$ cat config.mk
export PLATFORM = sky130hd
export DESIGN_NAME = dual_jk_flip_flop
export DESIGN_NICKNAME = d
export VERILOG_FILES = /design/src/shared/jk_pkg.sv /design/src/logic/dual_jk_flip_flop.sv
export SDC_FILE = /design/constraint.sdc
export NUM_CORES = 1
export LEC_CHECK = 0
export ABC_AREA = 1
export BUFFER_PORTS_ARGS = -buffer_cell sky130_fd_sc_hd__buf_2
export CAP_MARGIN = 30
export CORE_AREA = 4 4 56 58
export CTS_BUF_LIST = sky130_fd_sc_hd__clkbuf_8
export CTS_CLUSTER_SIZE = 8
export DETAILED_ROUTE_END_ITERATION = 16
export DIE_AREA = 0 0 60 62
export REMOVE_ABC_BUFFERS = 1
export SLEW_MARGIN = 20
export SYNTH_ARGS = -nofsm -noshare
export SYNTH_HDL_FRONTEND = slang
export SYNTH_SLANG_ARGS = --single-unit
$ cat constraint.sdc
create_clock -name clock -period 2.2 [get_ports clock]
set_input_delay 0.44 -clock clock [delete_from_list [all_inputs] [get_ports clock]]
set_output_delay 0.44 -clock clock [all_outputs]
set_load 0.1 [all_outputs]
$ cat src/shared/jk_pkg.sv
// Shared types and constants for the dual J/not-K flip-flop block
package jk_pkg;
    // Number of independent channels
    localparam int CHANNELS = 2;
    // Reset value of each channel's true output
    localparam logic STATE_RESET = 1'b0;
    // Per-channel pin inputs, all from the board
    typedef struct packed {
        logic clk_pin;
        logic j;
        logic k_n;
        logic async_set_n;
        logic async_reset_n;
    } chan_in_type;
    // Per-channel outputs
    typedef struct packed {
        logic q;
        logic q_n;
    } chan_out_type;
endpackage

$ cat src/logic/dual_jk_flip_flop.sv
// Dual positive-edge J/not-K flip-flop block, sampled on the system clock
// Function
// - Two independent channels, each with own clock, J, not-K, set, reset, outputs.
// - Async set low, reset high: true output high, complement low.
// - Async reset low, set high: true output low, complement high.
// - Both async inputs low: both outputs high, not persisting afterwards.
// - Update only on rising channel clock; J and not-K high sets, both low resets.
// - Between rising edges outputs hold; J and not-K changes do nothing.
// - Rising edge with J high, not-K low toggles the output.
`timescale 1ns/1ps
`default_nettype none
module dual_jk_flip_flop
(
    input  wire logic                                  clock,
    input  wire logic                                  rst_n,
    input  wire logic                                  clk_en,
    input  wire jk_pkg::chan_in_type [jk_pkg::CHANNELS-1:0]  chan_in,
    output var  jk_pkg::chan_out_type [jk_pkg::CHANNELS-1:0] chan_out
);
    import jk_pkg::*;

    ////////////////////////////////////////////////////////////////////////
    // Pin synchronisers; pins come from outside the clock domain
    chan_in_type [CHANNELS-1:0] sync1_r;
    chan_in_type [CHANNELS-1:0] sync2_r;
    logic [CHANNELS-1:0]        clk_prev_r;
    logic [CHANNELS-1:0]        state_r;
    chan_in_type [CHANNELS-1:0] sync1_nxt;
    chan_in_type [CHANNELS-1:0] sync2_nxt;
    logic [CHANNELS-1:0]        clk_prev_nxt;
    logic [CHANNELS-1:0]        state_nxt;
    chan_out_type [CHANNELS-1:0] out_nxt;

    // Next values: each channel computed alone, no cross terms
    always_comb
    begin
        sync1_nxt    = chan_in;
        sync2_nxt    = sync1_r;
        clk_prev_nxt = clk_prev_r;
        state_nxt    = state_r;
        out_nxt      = chan_out;
        for (int i = 0; i < CHANNELS; i++)
        begin
            clk_prev_nxt[i] = sync2_r[i].clk_pin;
            if (!sync2_r[i].async_set_n && !sync2_r[i].async_reset_n)
            begin
                // Unstable both-low case; state left as it was
                out_nxt[i].q   = 1'b1;
                out_nxt[i].q_n = 1'b1;
            end
            else
            begin
                if (!sync2_r[i].async_set_n)
                    state_nxt[i] = 1'b1;
                else if (!sync2_r[i].async_reset_n)
                    state_nxt[i] = 1'b0;
                else if (sync2_r[i].clk_pin && !clk_prev_r[i])
                begin
                    // Rising edge only; otherwise hold
                    case ({sync2_r[i].j, sync2_r[i].k_n})
                        2'b11:   state_nxt[i] = 1'b1;
                        2'b00:   state_nxt[i] = 1'b0;
                        2'b10:   state_nxt[i] = ~state_r[i];
                        2'b01:   state_nxt[i] = state_r[i];
                        default: state_nxt[i] = state_r[i];
                    endcase
                end
                // Outputs always complementary here
                out_nxt[i].q   = state_nxt[i];
                out_nxt[i].q_n = ~state_nxt[i];
            end
        end
    end

    // Registers; clk_en freezes everything, reset is synchronous
    always_ff @(posedge clock)
    begin
        if (!rst_n)
        begin
            sync1_r    <= '0;
            sync2_r    <= '0;
            clk_prev_r <= '0;
            state_r    <= {CHANNELS{STATE_RESET}};
            for (int i = 0; i < CHANNELS; i++)
            begin
                chan_out[i].q   <= STATE_RESET;
                chan_out[i].q_n <= ~STATE_RESET;
            end
        end
        else if (clk_en)
        begin
            sync1_r    <= sync1_nxt;
            sync2_r    <= sync2_nxt;
            clk_prev_r <= clk_prev_nxt;
            state_r    <= state_nxt;
            chan_out   <= out_nxt;
        end
    end
endmodule
`default_nettype wire

After elaboration in Yosys (flattened, before gate mapping)
Index checks and enable logic that the tools add are counted.

Output and inout bits: 4. Logic and storage cells: 65. Input bits: 13. Bits in registers: 28.

Equality and inequality tests: 6. Muxes and demuxes: 12. Bitwise operators: 6. Reductions and logical operators: 14.

Operators with widths (count): $eq A2 B2 Y1 const B (4); $mux W1 (8); $pmux W1 S4 (2); $logic_not A1 Y1 (6); $not A1 Y1 (6); $eq A2 B1 Y1 const B (2); $logic_and A1 B1 Y1 (4); $logic_not A2 Y1 (2); $mux W2 (2); $reduce_and A2 Y1 (2).

Longest topological paths before layout
Gate-level depths: netlist of run 1.

Word-level depth: 8. Mapped depth: 8. Depth with buffers taken out: 8.

Least setup slack after synthesis of run 1
OpenSTA, ideal clock, no wires.

Path kind: register -> output. From: reg chan_out[1] (netlist bit). To: out chan_out[1] (netlist bit). Required time: 1.760 ns. Buffers on the path: 0. Arrival: 0.925 ns. Path slack: 0.835 ns. Cell stages (with the launch flop): 1. Path through: dfxtp_1.

RTL lines: start: declaration (line dual_jk_flip_flop.sv:18) `output var jk_pkg::chan_out_type [jk_pkg::CHANNELS-1:0] chan_out`; start signal: assignment (line dual_jk_flip_flop.sv:96) `chan_out <= out_nxt;`.

No word-level cell between the ends.

Final worst setup path of run 1
From: reg chan_out[1] (netlist bit). To: out chan_out[1] (netlist bit).

No word-level cell between the ends.

==> run_results.csv, run 1 <==
group,metric,value,unit
yosys,yosysSeqAreaShare,49.50,%
final_layout,drive_gt1_share,24.36,%
final_layout,nFillCells,288,
yosys,ys_seq_elements,28,
setup_path,cp_slowest_stage_delay,0.42,ns
final_layout,insertedDiodeCount,0,
final_layout,areaGrowthSynthToFinish,11.16,%
timing,hold_viol,0,
routing,ant_nets,0,
clock_network,cts_setup_buffers,0,
outcome,status,"complete, no violations",
min_path,hp-class,"input port to flop",
yosys,synth_area,1132,µm²
timing,setup_violations,0,
timing,clock_skew,0.01195,ns
clock_network,insertion_delay,0.28,ns
grt,gr-usage-met1,14.90,%
timing,slew_violations,0,
routing,drc_errors,0,
routing,wl_per_cell,10.27,µm
placement,port_buffers,16,
pwr,power_leakage,0.5475,nW
floorplanning,ios,17,
grt,gr-max-usage-layer,"met2",
timing,relSlewSlack,67.89,%
grt,grt_use_met3,2.479,%
routing,drt-total-wl,1.920,mm
floorplanning,dieArea,3720,µm²
floorplanning,core_area,2663,µm²
setup_path,start_kind,"flop",
grt,use_met2,19.60,%
job,drv_cap,0,
setup_path,cp_slowest_cell,"buf_2",
setup_path,r2r_cells,7,
setup_path,path_depth,1,
floorplanning,die_w,60,µm
timing,fmax,0.6713,GHz
grt,grt_overflow,0,
routing,drt_iter0_markers,22,
setup_path,crit_buf_inv,1,
routing,via_per_inst,4.631,
floorplanning,initial_core_util,42.53,%
grt,grt_antenna_before_repair,0,
setup_path,critical-path-top-delay-family,"buffers and inverters",
clock_network,cts_tree,"yes",
routing,drt-pass1-iter-count,5,
clock_network,cts_buffers,3,
grt,grt_max_degree,30,
timing,grt_setup_unrepaired,"false",
clock_network,root_buffer,"clkbuf_8",
setup_path,worstSetupPathType,"flop to output port",
final_layout,multi_input_area,457.9,µm²
setup_path,crit_end,"chan_out[1]",
clock_network,cts.clk_slew.worst_paths,0.10,ns
setup_path,reg2reg_setup_slack,1.28,ns
setup_path,cp.required,1.76,ns
timing,min_period_over_period,67.71,%
grt,grt_first_pass_wirelength,3.360,mm
clock_network,ctsResizeCount,0,
grt,grtUsageTotal,11.90,%
pwr,powerDensity,876.6,nW/µm²
yosys,yosysUniqueCellTypes,21,
grt,grt_pass1_vias,836,
timing,period_needed,1.490,ns
setup_path,crit-reg2reg-capture,"chan_out[3]",
timing,max_slew.worst_pin.slew,0.4816,ns
clock_network,clock_sinks,28,
pwr,p_total,1.103,mW
yosys,synthCells,143,
setup_path,endpoint_kind,"output port",
routing,num_vias,866,
clock_network,cts_max_level,1,
clock_network,holdBufCountCts,0,
final_layout,seqCellArea,560.5,µm²
clock_network,clockBufferDepth,2,
timing,tns,0,ns
pwr,ir_drop,0.4751,mV
setup_path,crit_chain,"buf_2",
setup_path,worstPathMaxFanout,2,
yosys,synth.avg_cell_area,7.918,µm²
setup_path,crit_start,"chan_out[1]",
floorplanning,die_y,62,µm
final_layout,fin_nets,170,
yosys,yosysWarnings,0,
floorplanning,fp-row-count,19,
placement,place_congestion,0.6885,
setup_path,cp.arrival,1.05,ns
setup_path,r2r-start,"state_r[1]",
## layout by cell type (no fill, tap or decap), types with 3 or more instances in the layout
cell,count
buf_2,16
nand2_1,10
clkbuf_8,3
a21oi_1,4
o21ai_0,22
nor2_2,5
nand2_2,4
nor2_1,39
inv_1,7
dfxtp_1,28
## cells in the mapped netlist
| master | number | area, µm² |
|---|---|---|
| inv_6 | 1 | 8.760 |
| nor2_1 | 39 | 146.4 |
| nand3_1 | 2 | 10.01 |
| a21oi_2 | 2 | 17.52 |
| clkbuf_2 | 2 | 10.01 |
| o21ai_0 | 22 | 110.1 |
| nand3_2 | 2 | 20.02 |
| inv_2 | 2 | 7.510 |
| clkinv_1 | 2 | 7.510 |
| nand2_2 | 4 | 25.02 |
| buf_6 | 3 | 33.78 |
| dfxtp_1 | 28 | 560.5 |
| inv_1 | 7 | 26.28 |
| o21ai_1 | 2 | 10.01 |
| a21oi_1 | 4 | 20.02 |
| or2_1 | 2 | 12.51 |
| buf_8 | 1 | 15.01 |
| o21ai_2 | 2 | 17.52 |
| buf_2 | 1 | 5.000 |
| nand2_1 | 10 | 37.54 |
| nor2_2 | 5 | 31.28 |
## per-layer routing
| layer | up-vias | part of all wire (%) |
|---|---|---|
| li1 | 473 | - |
| met1 | 377 | 49 |
| met2 | 14 | 46 |
| met3 | 2 | 3.6 |
| met4 | 0 | 1.3 |
| met5 | - | 0 |
## stage by stage
step | hold WS, ns | util (%) | instance area [µm²] | cells | setup slack, ns
after floorplan | 0.4495 | - | 1069 | 136 | 0.8349
after global placement | 0.4607 | 44.60 | 1187 | 183 | 0.8213
after detailed placement | 0.4675 | 44.60 | 1187 | 183 | 0.7983
after CTS | 0.3816 | 47.27 | 1259 | 187 | 0.6995
after global routing | 0.3854 | 47.27 | 1259 | 187 | 0.6661
final | 0.3871 | 47.27 | 1259 | 187 | 0.7103
## where the power goes
group          total, mW  internal (mW)  switching (mW)
registers          0.561          0.541          0.0197
clock network      0.406          0.244           0.162
logic              0.136         0.0407          0.0955
total               1.10          0.826           0.277
## state kept, by name, summed over array words and instances, names as in the netlist
name,flops
sync2_r,8
clk_prev_r,2
chan_out,4
sync1_r,10
clk_prev_nxt,2
state_r,2
## cells by family after synthesis
kind of cell           Yosys count  share of synthesized area, %
AOI/OAI and AO/OA               32                         15.47
buffers and inverters           19                         10.06
DFF                             28                         49.50
and+or+nand+nor                 64                         24.97
## worst min path at each step
| stage | from | to | slack (ns) | depth (start not counted) |
|---|---|---|---|---|
| floorplan | sync1_r[0] | sync2_r[0] | 0.45 | 2 |
| detailed placement | sync1_r[1] | sync2_r[1] | 0.47 | 2 |
| finish | chan_in[4] | sync1_r[4] | 0.39 | 3 |
| CTS | chan_in[4] | sync1_r[4] | 0.38 | 3 |
| global placement | sync1_r[3] | sync2_r[3] | 0.46 | 2 |
| global route | chan_in[7] | sync1_r[7] | 0.39 | 3 |
## area by class of cell
class / instances / share of cell area [%]
tap: 31 / 3.082
inverter: 12 / 3.976
sequential: 28 / 44.53
multi-input combinational: 96 / 36.38
clock buffer: 3 / 3.280
timing repair buffer: 16 / 6.362
clock inverter: 1 / 2.386
Power figures use the tool's default switching activity.
==> inputs of run 2 (changes only) <==
PLACE_DENSITY = 0.65   (was default)
clock period = 1.3 ns   (was 2.2 ns; I/O delays follow)
==> run_results.csv, run 2 (synthesized netlist as in run 1, its figures left out) <==
group,metric,value,unit
outcome,status,"complete, no violations",
grt,grt_max_degree,25,
floorplanning,ios,17,
timing,setup_violations,0,
pwr,ir_drop,0.7493,mV
routing,drt-total-wl,1.904,mm
floorplanning,die_w,60,µm
setup_path,cp.arrival,0.84,ns
setup_path,cp_slowest_cell,"dfxtp_1",
clock_network,cts_setup_buffers,0,
final_layout,drive_gt1_share,25.32,%
clock_network,root_buffer,"clkbuf_8",
final_layout,regMostFlops,"sync1_r",
timing,max_slew.worst_pin.slew,0.3948,ns
final_layout,fin_nets,172,
min_path,hp-class,"input port to flop",
routing,num_vias,876,
setup_path,crit_chain,"buf_12",
timing,fmax,0.9066,GHz
routing,ant_nets,0,
floorplanning,fp-row-count,19,
pwr,powerDensity,1419,nW/µm²
floorplanning,core_area,2663,µm²
placement,place_inst,185,
clock_network,cts_tree,"yes",
final_layout,nFillCells,275,
clock_network,holdBufCountCts,0,
timing,hold_viol,0,
final_layout,insertedDiodeCount,0,
final_layout,top_regs,"sync1_r (10), sync2_r (8), chan_out (4)",
floorplanning,die_y,62,µm
final_layout,seqCellArea,560.5,µm²
timing,period_needed,1.103,ns
clock_network,ctsResizeCount,0,
job,drv_cap,0,
routing,drt-pass1-iter-count,4,
placement,place_congestion,0.7778,
pwr,power_leakage,0.5814,nW
grt,grt_first_pass_wirelength,3.387,mm
setup_path,worstSetupPathType,"flop to output port",
timing,slew_violations,0,
clock_network,cts_buffers,3,
setup_path,crit_buf_inv,1,
setup_path,cp.required,1.04,ns
timing,min_period_over_period,84.85,%
grt,grt_pass1_vias,857,
setup_path,endpoint_kind,"output port",
setup_path,cp_slowest_stage_delay,0.38,ns
clock_network,clock_sinks,28,
final_layout,layout_commonest_cell,"nor2_1",
placement,port_buffers,16,
setup_path,worstPathMaxFanout,2,
clock_network,insertion_delay,0.27,ns
final_layout,multi_input_area,457.9,µm²
final_layout,mostFrequentLayoutCells,"39 x nor2_1, 28 x dfxtp_1, 22 x o21ai_0",
routing,drc_errors,0,
final_layout,largest_reg_flops,10,
routing,drt_iter0_markers,13,
floorplanning,dieArea,3720,µm²
setup_path,start_kind,"flop",
setup_path,critical-path-top-delay-family,"flip-flops",
final_layout,stdcell_count,189,
routing,wl_per_cell,10.07,µm
clock_network,cts.clk_slew.worst_paths,0.10,ns
timing,grt_setup_unrepaired,"false",
grt,grt_overflow,0,
clock_network,clockBufferDepth,2,
placement,dpl.hpwl,1.343,mm
final_layout,areaGrowthSynthToFinish,17.79,%
timing,relSlewSlack,73.68,%
floorplanning,initial_core_util,42.53,%
grt,grtUsageTotal,11.98,%
routing,via_per_inst,4.635,
timing,tns,0,ns
clock_network,cts_max_level,1,
grt,grt_antenna_before_repair,0,
timing,clock_skew,0.005500,ns
-- run 2: report_power, final --
group	total, mW	switching (mW)	leakage (nW)	internal (mW)
registers	0.954	0.0382	0.232	0.916
clock network	0.678	0.266	0.0357	0.412
logic	0.261	0.162	0.314	0.0986
-- run 2: routing by layer --
layer  wire (µm)  global-route usage, %  share of wire (%)  up-vias
li1            -                      -                  -      484
met5           0                      0                  0        -
met3          52                  1.240                2.7        4
met1         905                  14.84                 48      378
met4          40                  8.228                2.1        0
met2         905                  19.60                 48       10
-- run 2: area by class of cell --
class / instances / area share (%)
clock buffer: 3 / 3.096
clock inverter: 1 / 2.251
inverter: 12 / 3.752
multi-input combinational: 96 / 34.33
sequential: 28 / 42.03
tap: 31 / 2.908
timing repair buffer: 18 / 11.63
-- run 2: worst paths after layout --
check	startpoint	endpoint	slack [ns]	cells past startpoint
setup / recovery	chan_out[0]	chan_out[0]	0.20	1
hold / removal	chan_in[2]	sync1_r[2]	0.20	3
setup reg to reg	clk_prev_nxt[1]	chan_out[3]	0.36	7
hold reg to reg	clk_prev_nxt[0]	clk_prev_nxt[0]	0.49	2
-- run 2: stage by stage --
stage / hold slack (ns) / power (mW) / util (%) / instance area (µm²) / setup WS (ns)
after floorplan: 0.3287 / 1.132 / - / 1069 / 0.04299
after global placement: 0.4640 / 1.233 / 47.42 / 1262 / 0.2147
after detailed placement: 0.4705 / 1.239 / 47.42 / 1262 / 0.1837
after CTS: 0.1971 / 1.919 / 50.09 / 1334 / 0.1798
after global routing: 0.2069 / 1.977 / 50.09 / 1334 / 0.1477
final: 0.2017 / 1.893 / 50.09 / 1334 / 0.1969
==> inputs of run 3 (changes only) <==
PLACE_DENSITY = default   (was 0.65)
clock period = 1.1 ns   (was 1.3 ns; I/O delays follow)
==> run_results.csv, run 3 (synthesized netlist as in run 1, its figures left out) <==
group,metric,value,unit
setup_path,r2r_cells,7,
grt,grt_pass1_vias,861,
routing,ant_nets,0,
pwr,powerDensity,1651,nW/µm²
clock_network,root_buffer,"clkbuf_8",
final_layout,drive_gt1_share,29.19,%
min_path,hold_path_depth,3,
timing,clock_skew,0.006409,ns
setup_path,crit_end,"chan_out[2]",
final_layout,fin_nets,175,
final_layout,mostFrequentLayoutCells,"39 x nor2_1, 24 x dfxtp_1, 22 x o21ai_0",
final_layout,fin_area,1361,µm²
setup_path,worstSetupPathType,"flop to output port",
routing,drc_errors,0,
setup_path,crit_start,"chan_out[2]",
clock_network,cts_tree,"yes",
timing,min_period_over_period,93.80,%
timing,relSlewSlack,76.29,%
grt,grt_antenna_before_repair,0,
pwr,ir_drop,0.9965,mV
routing,drt-total-wl,2.001,mm
floorplanning,fp-row-count,19,
setup_path,start_kind,"flop",
clock_network,cts_max_level,1,
timing,tns,0,ns
pwr,p_sw_share,24.55,%
setup_path,cp_slowest_stage_delay,0.36,ns
setup_path,crit_chain,"buf_12",
routing,drt_iter0_markers,23,
floorplanning,initial_core_util,42.53,%
setup_path,cp_slowest_cell,"dfxtp_2",
clock_network,cts_buffers,3,
grt,grt_first_pass_wirelength,3.484,mm
floorplanning,die_w,60,µm
placement,place_congestion,0.7615,
placement,place_inst,188,
pwr,clkPwrFrac,35.4,%
final_layout,largest_reg_flops,10,
pwr,internal-power,1.696,mW
pwr,power_leakage,0.5954,nW
final_layout,top_regs,"sync1_r (10), sync2_r (8), chan_out (4)",
placement,placed_cell_area,1285,µm²
floorplanning,core_area,2663,µm²
timing,grt_setup_unrepaired,"false",
pwr,combPwrFrac,14.2,%
clock_network,cts.clk_slew.worst_paths,0.10,ns
setup_path,path_depth,1,
final_layout,layout_commonest_cell,"nor2_1",
timing,period_needed,1.032,ns
setup_path,cp.required,0.88,ns
grt,grt_max_degree,25,
placement,port_buffers,16,
final_layout,areaGrowthSynthToFinish,20.22,%
final_layout,insertedDiodeCount,0,
timing,hold_viol,0,
timing,slew_violations,0,
pwr,p_seq_share,50.3,%
setup_path,endpoint_kind,"output port",
clock_network,cts_setup_buffers,0,
setup_path,r2r-start,"clk_prev_nxt[1]",
routing,via_per_inst,4.755,
pwr,p_sw,0.5518,mW
setup_path,worstPathMaxFanout,2,
floorplanning,dieArea,3720,µm²
placement,dpl.hpwl,1.445,mm
pwr,p_total,2.248,mW
floorplanning,die_y,62,µm
setup_path,reg2reg_setup_slack,0.16,ns
routing,wl_per_cell,10.42,µm
final_layout,stdcell_count,192,
outcome,status,"complete, no violations",
clock_network,holdBufCountCts,0,
clock_network,clock_sinks,28,
timing,setup_violations,0,
timing,timing.final.ws_setup,0.06820,ns
timing,fmax,0.9692,GHz
clock_network,clockBufferDepth,2,
setup_path,crit-reg2reg-capture,"chan_out[3]",
final_layout,regMostFlops,"sync1_r",
floorplanning,ios,17,
setup_path,cp.arrival,0.81,ns
placement,dp_slack,0.07666,ns
grt,grtUsageTotal,12.41,%
setup_path,critical-path-top-delay-family,"flip-flops",
clock_network,insertion_delay,0.27,ns
job,drv_cap,0,
grt,grt_overflow,0,
timing,max_slew.worst_pin.slew,0.3557,ns
routing,num_vias,913,
min_path,hp-class,"input port to flop",
routing,drt-pass1-iter-count,4,
setup_path,crit_buf_inv,1,
## run 3: cell types whose count changed in the layout (fill, tap and decap cells not counted), sizes merged
cell / delta
buf: +3
## run 3: area by class of cell
type	instances	area [µm²]
Inverter	12	50.05
Timing Repair Buffer	21	177.7
Fill cell	273	1301
Clock buffer	3	41.29
Tap cell	31	38.79
Clock inverter	1	30.03
Sequential cell	28	565.5
Multi-Input combinational cell	96	457.9
## run 3: per-stage QoR
step / util [%] / hold WS (ns)
final: 51.13 / 0.1667
after detailed placement: 48.26 / 0.4519
after floorplan: - / 0.2887
after global routing: 51.13 / 0.1775
after global placement: 48.26 / 0.4421
after CTS: 50.94 / 0.1628
## run 3: power groups by stage
stage               Clock (mW)  Sequential (mW)  Combinational (mW)
finish                   0.797             1.13               0.320
global route             0.853             1.14               0.356
CTS                      0.823             1.13               0.323
detailed placement           0             1.15               0.322
global placement             0             1.15               0.315
floorplan                    0             1.21               0.128
## run 3: worst min path at each step
stage	startpoint	end
floorplan	rst_n	chan_out[0]
global placement	chan_in[4]	sync1_r[4]
detailed placement	chan_in[4]	sync1_r[4]
CTS	chan_in[7]	sync1_r[7]
global route	chan_in[7]	sync1_r[7]
finish	chan_in[9]	sync1_r[9]
## run 3: what timing repair did
item                       in CTS  in global routing
resized for setup               0                  4
hold endpoints to repair        0                  0
setup endpoints to repair       0                  4
## run 3: per-layer routing
layer,global-route usage [%],up-vias,share of wire (%)
li1,-,486,-
met1,14.74,408,46
met2,21.14,17,49
met3,2.479,2,3.7
met4,6.646,0,0.85
met5,0,-,0
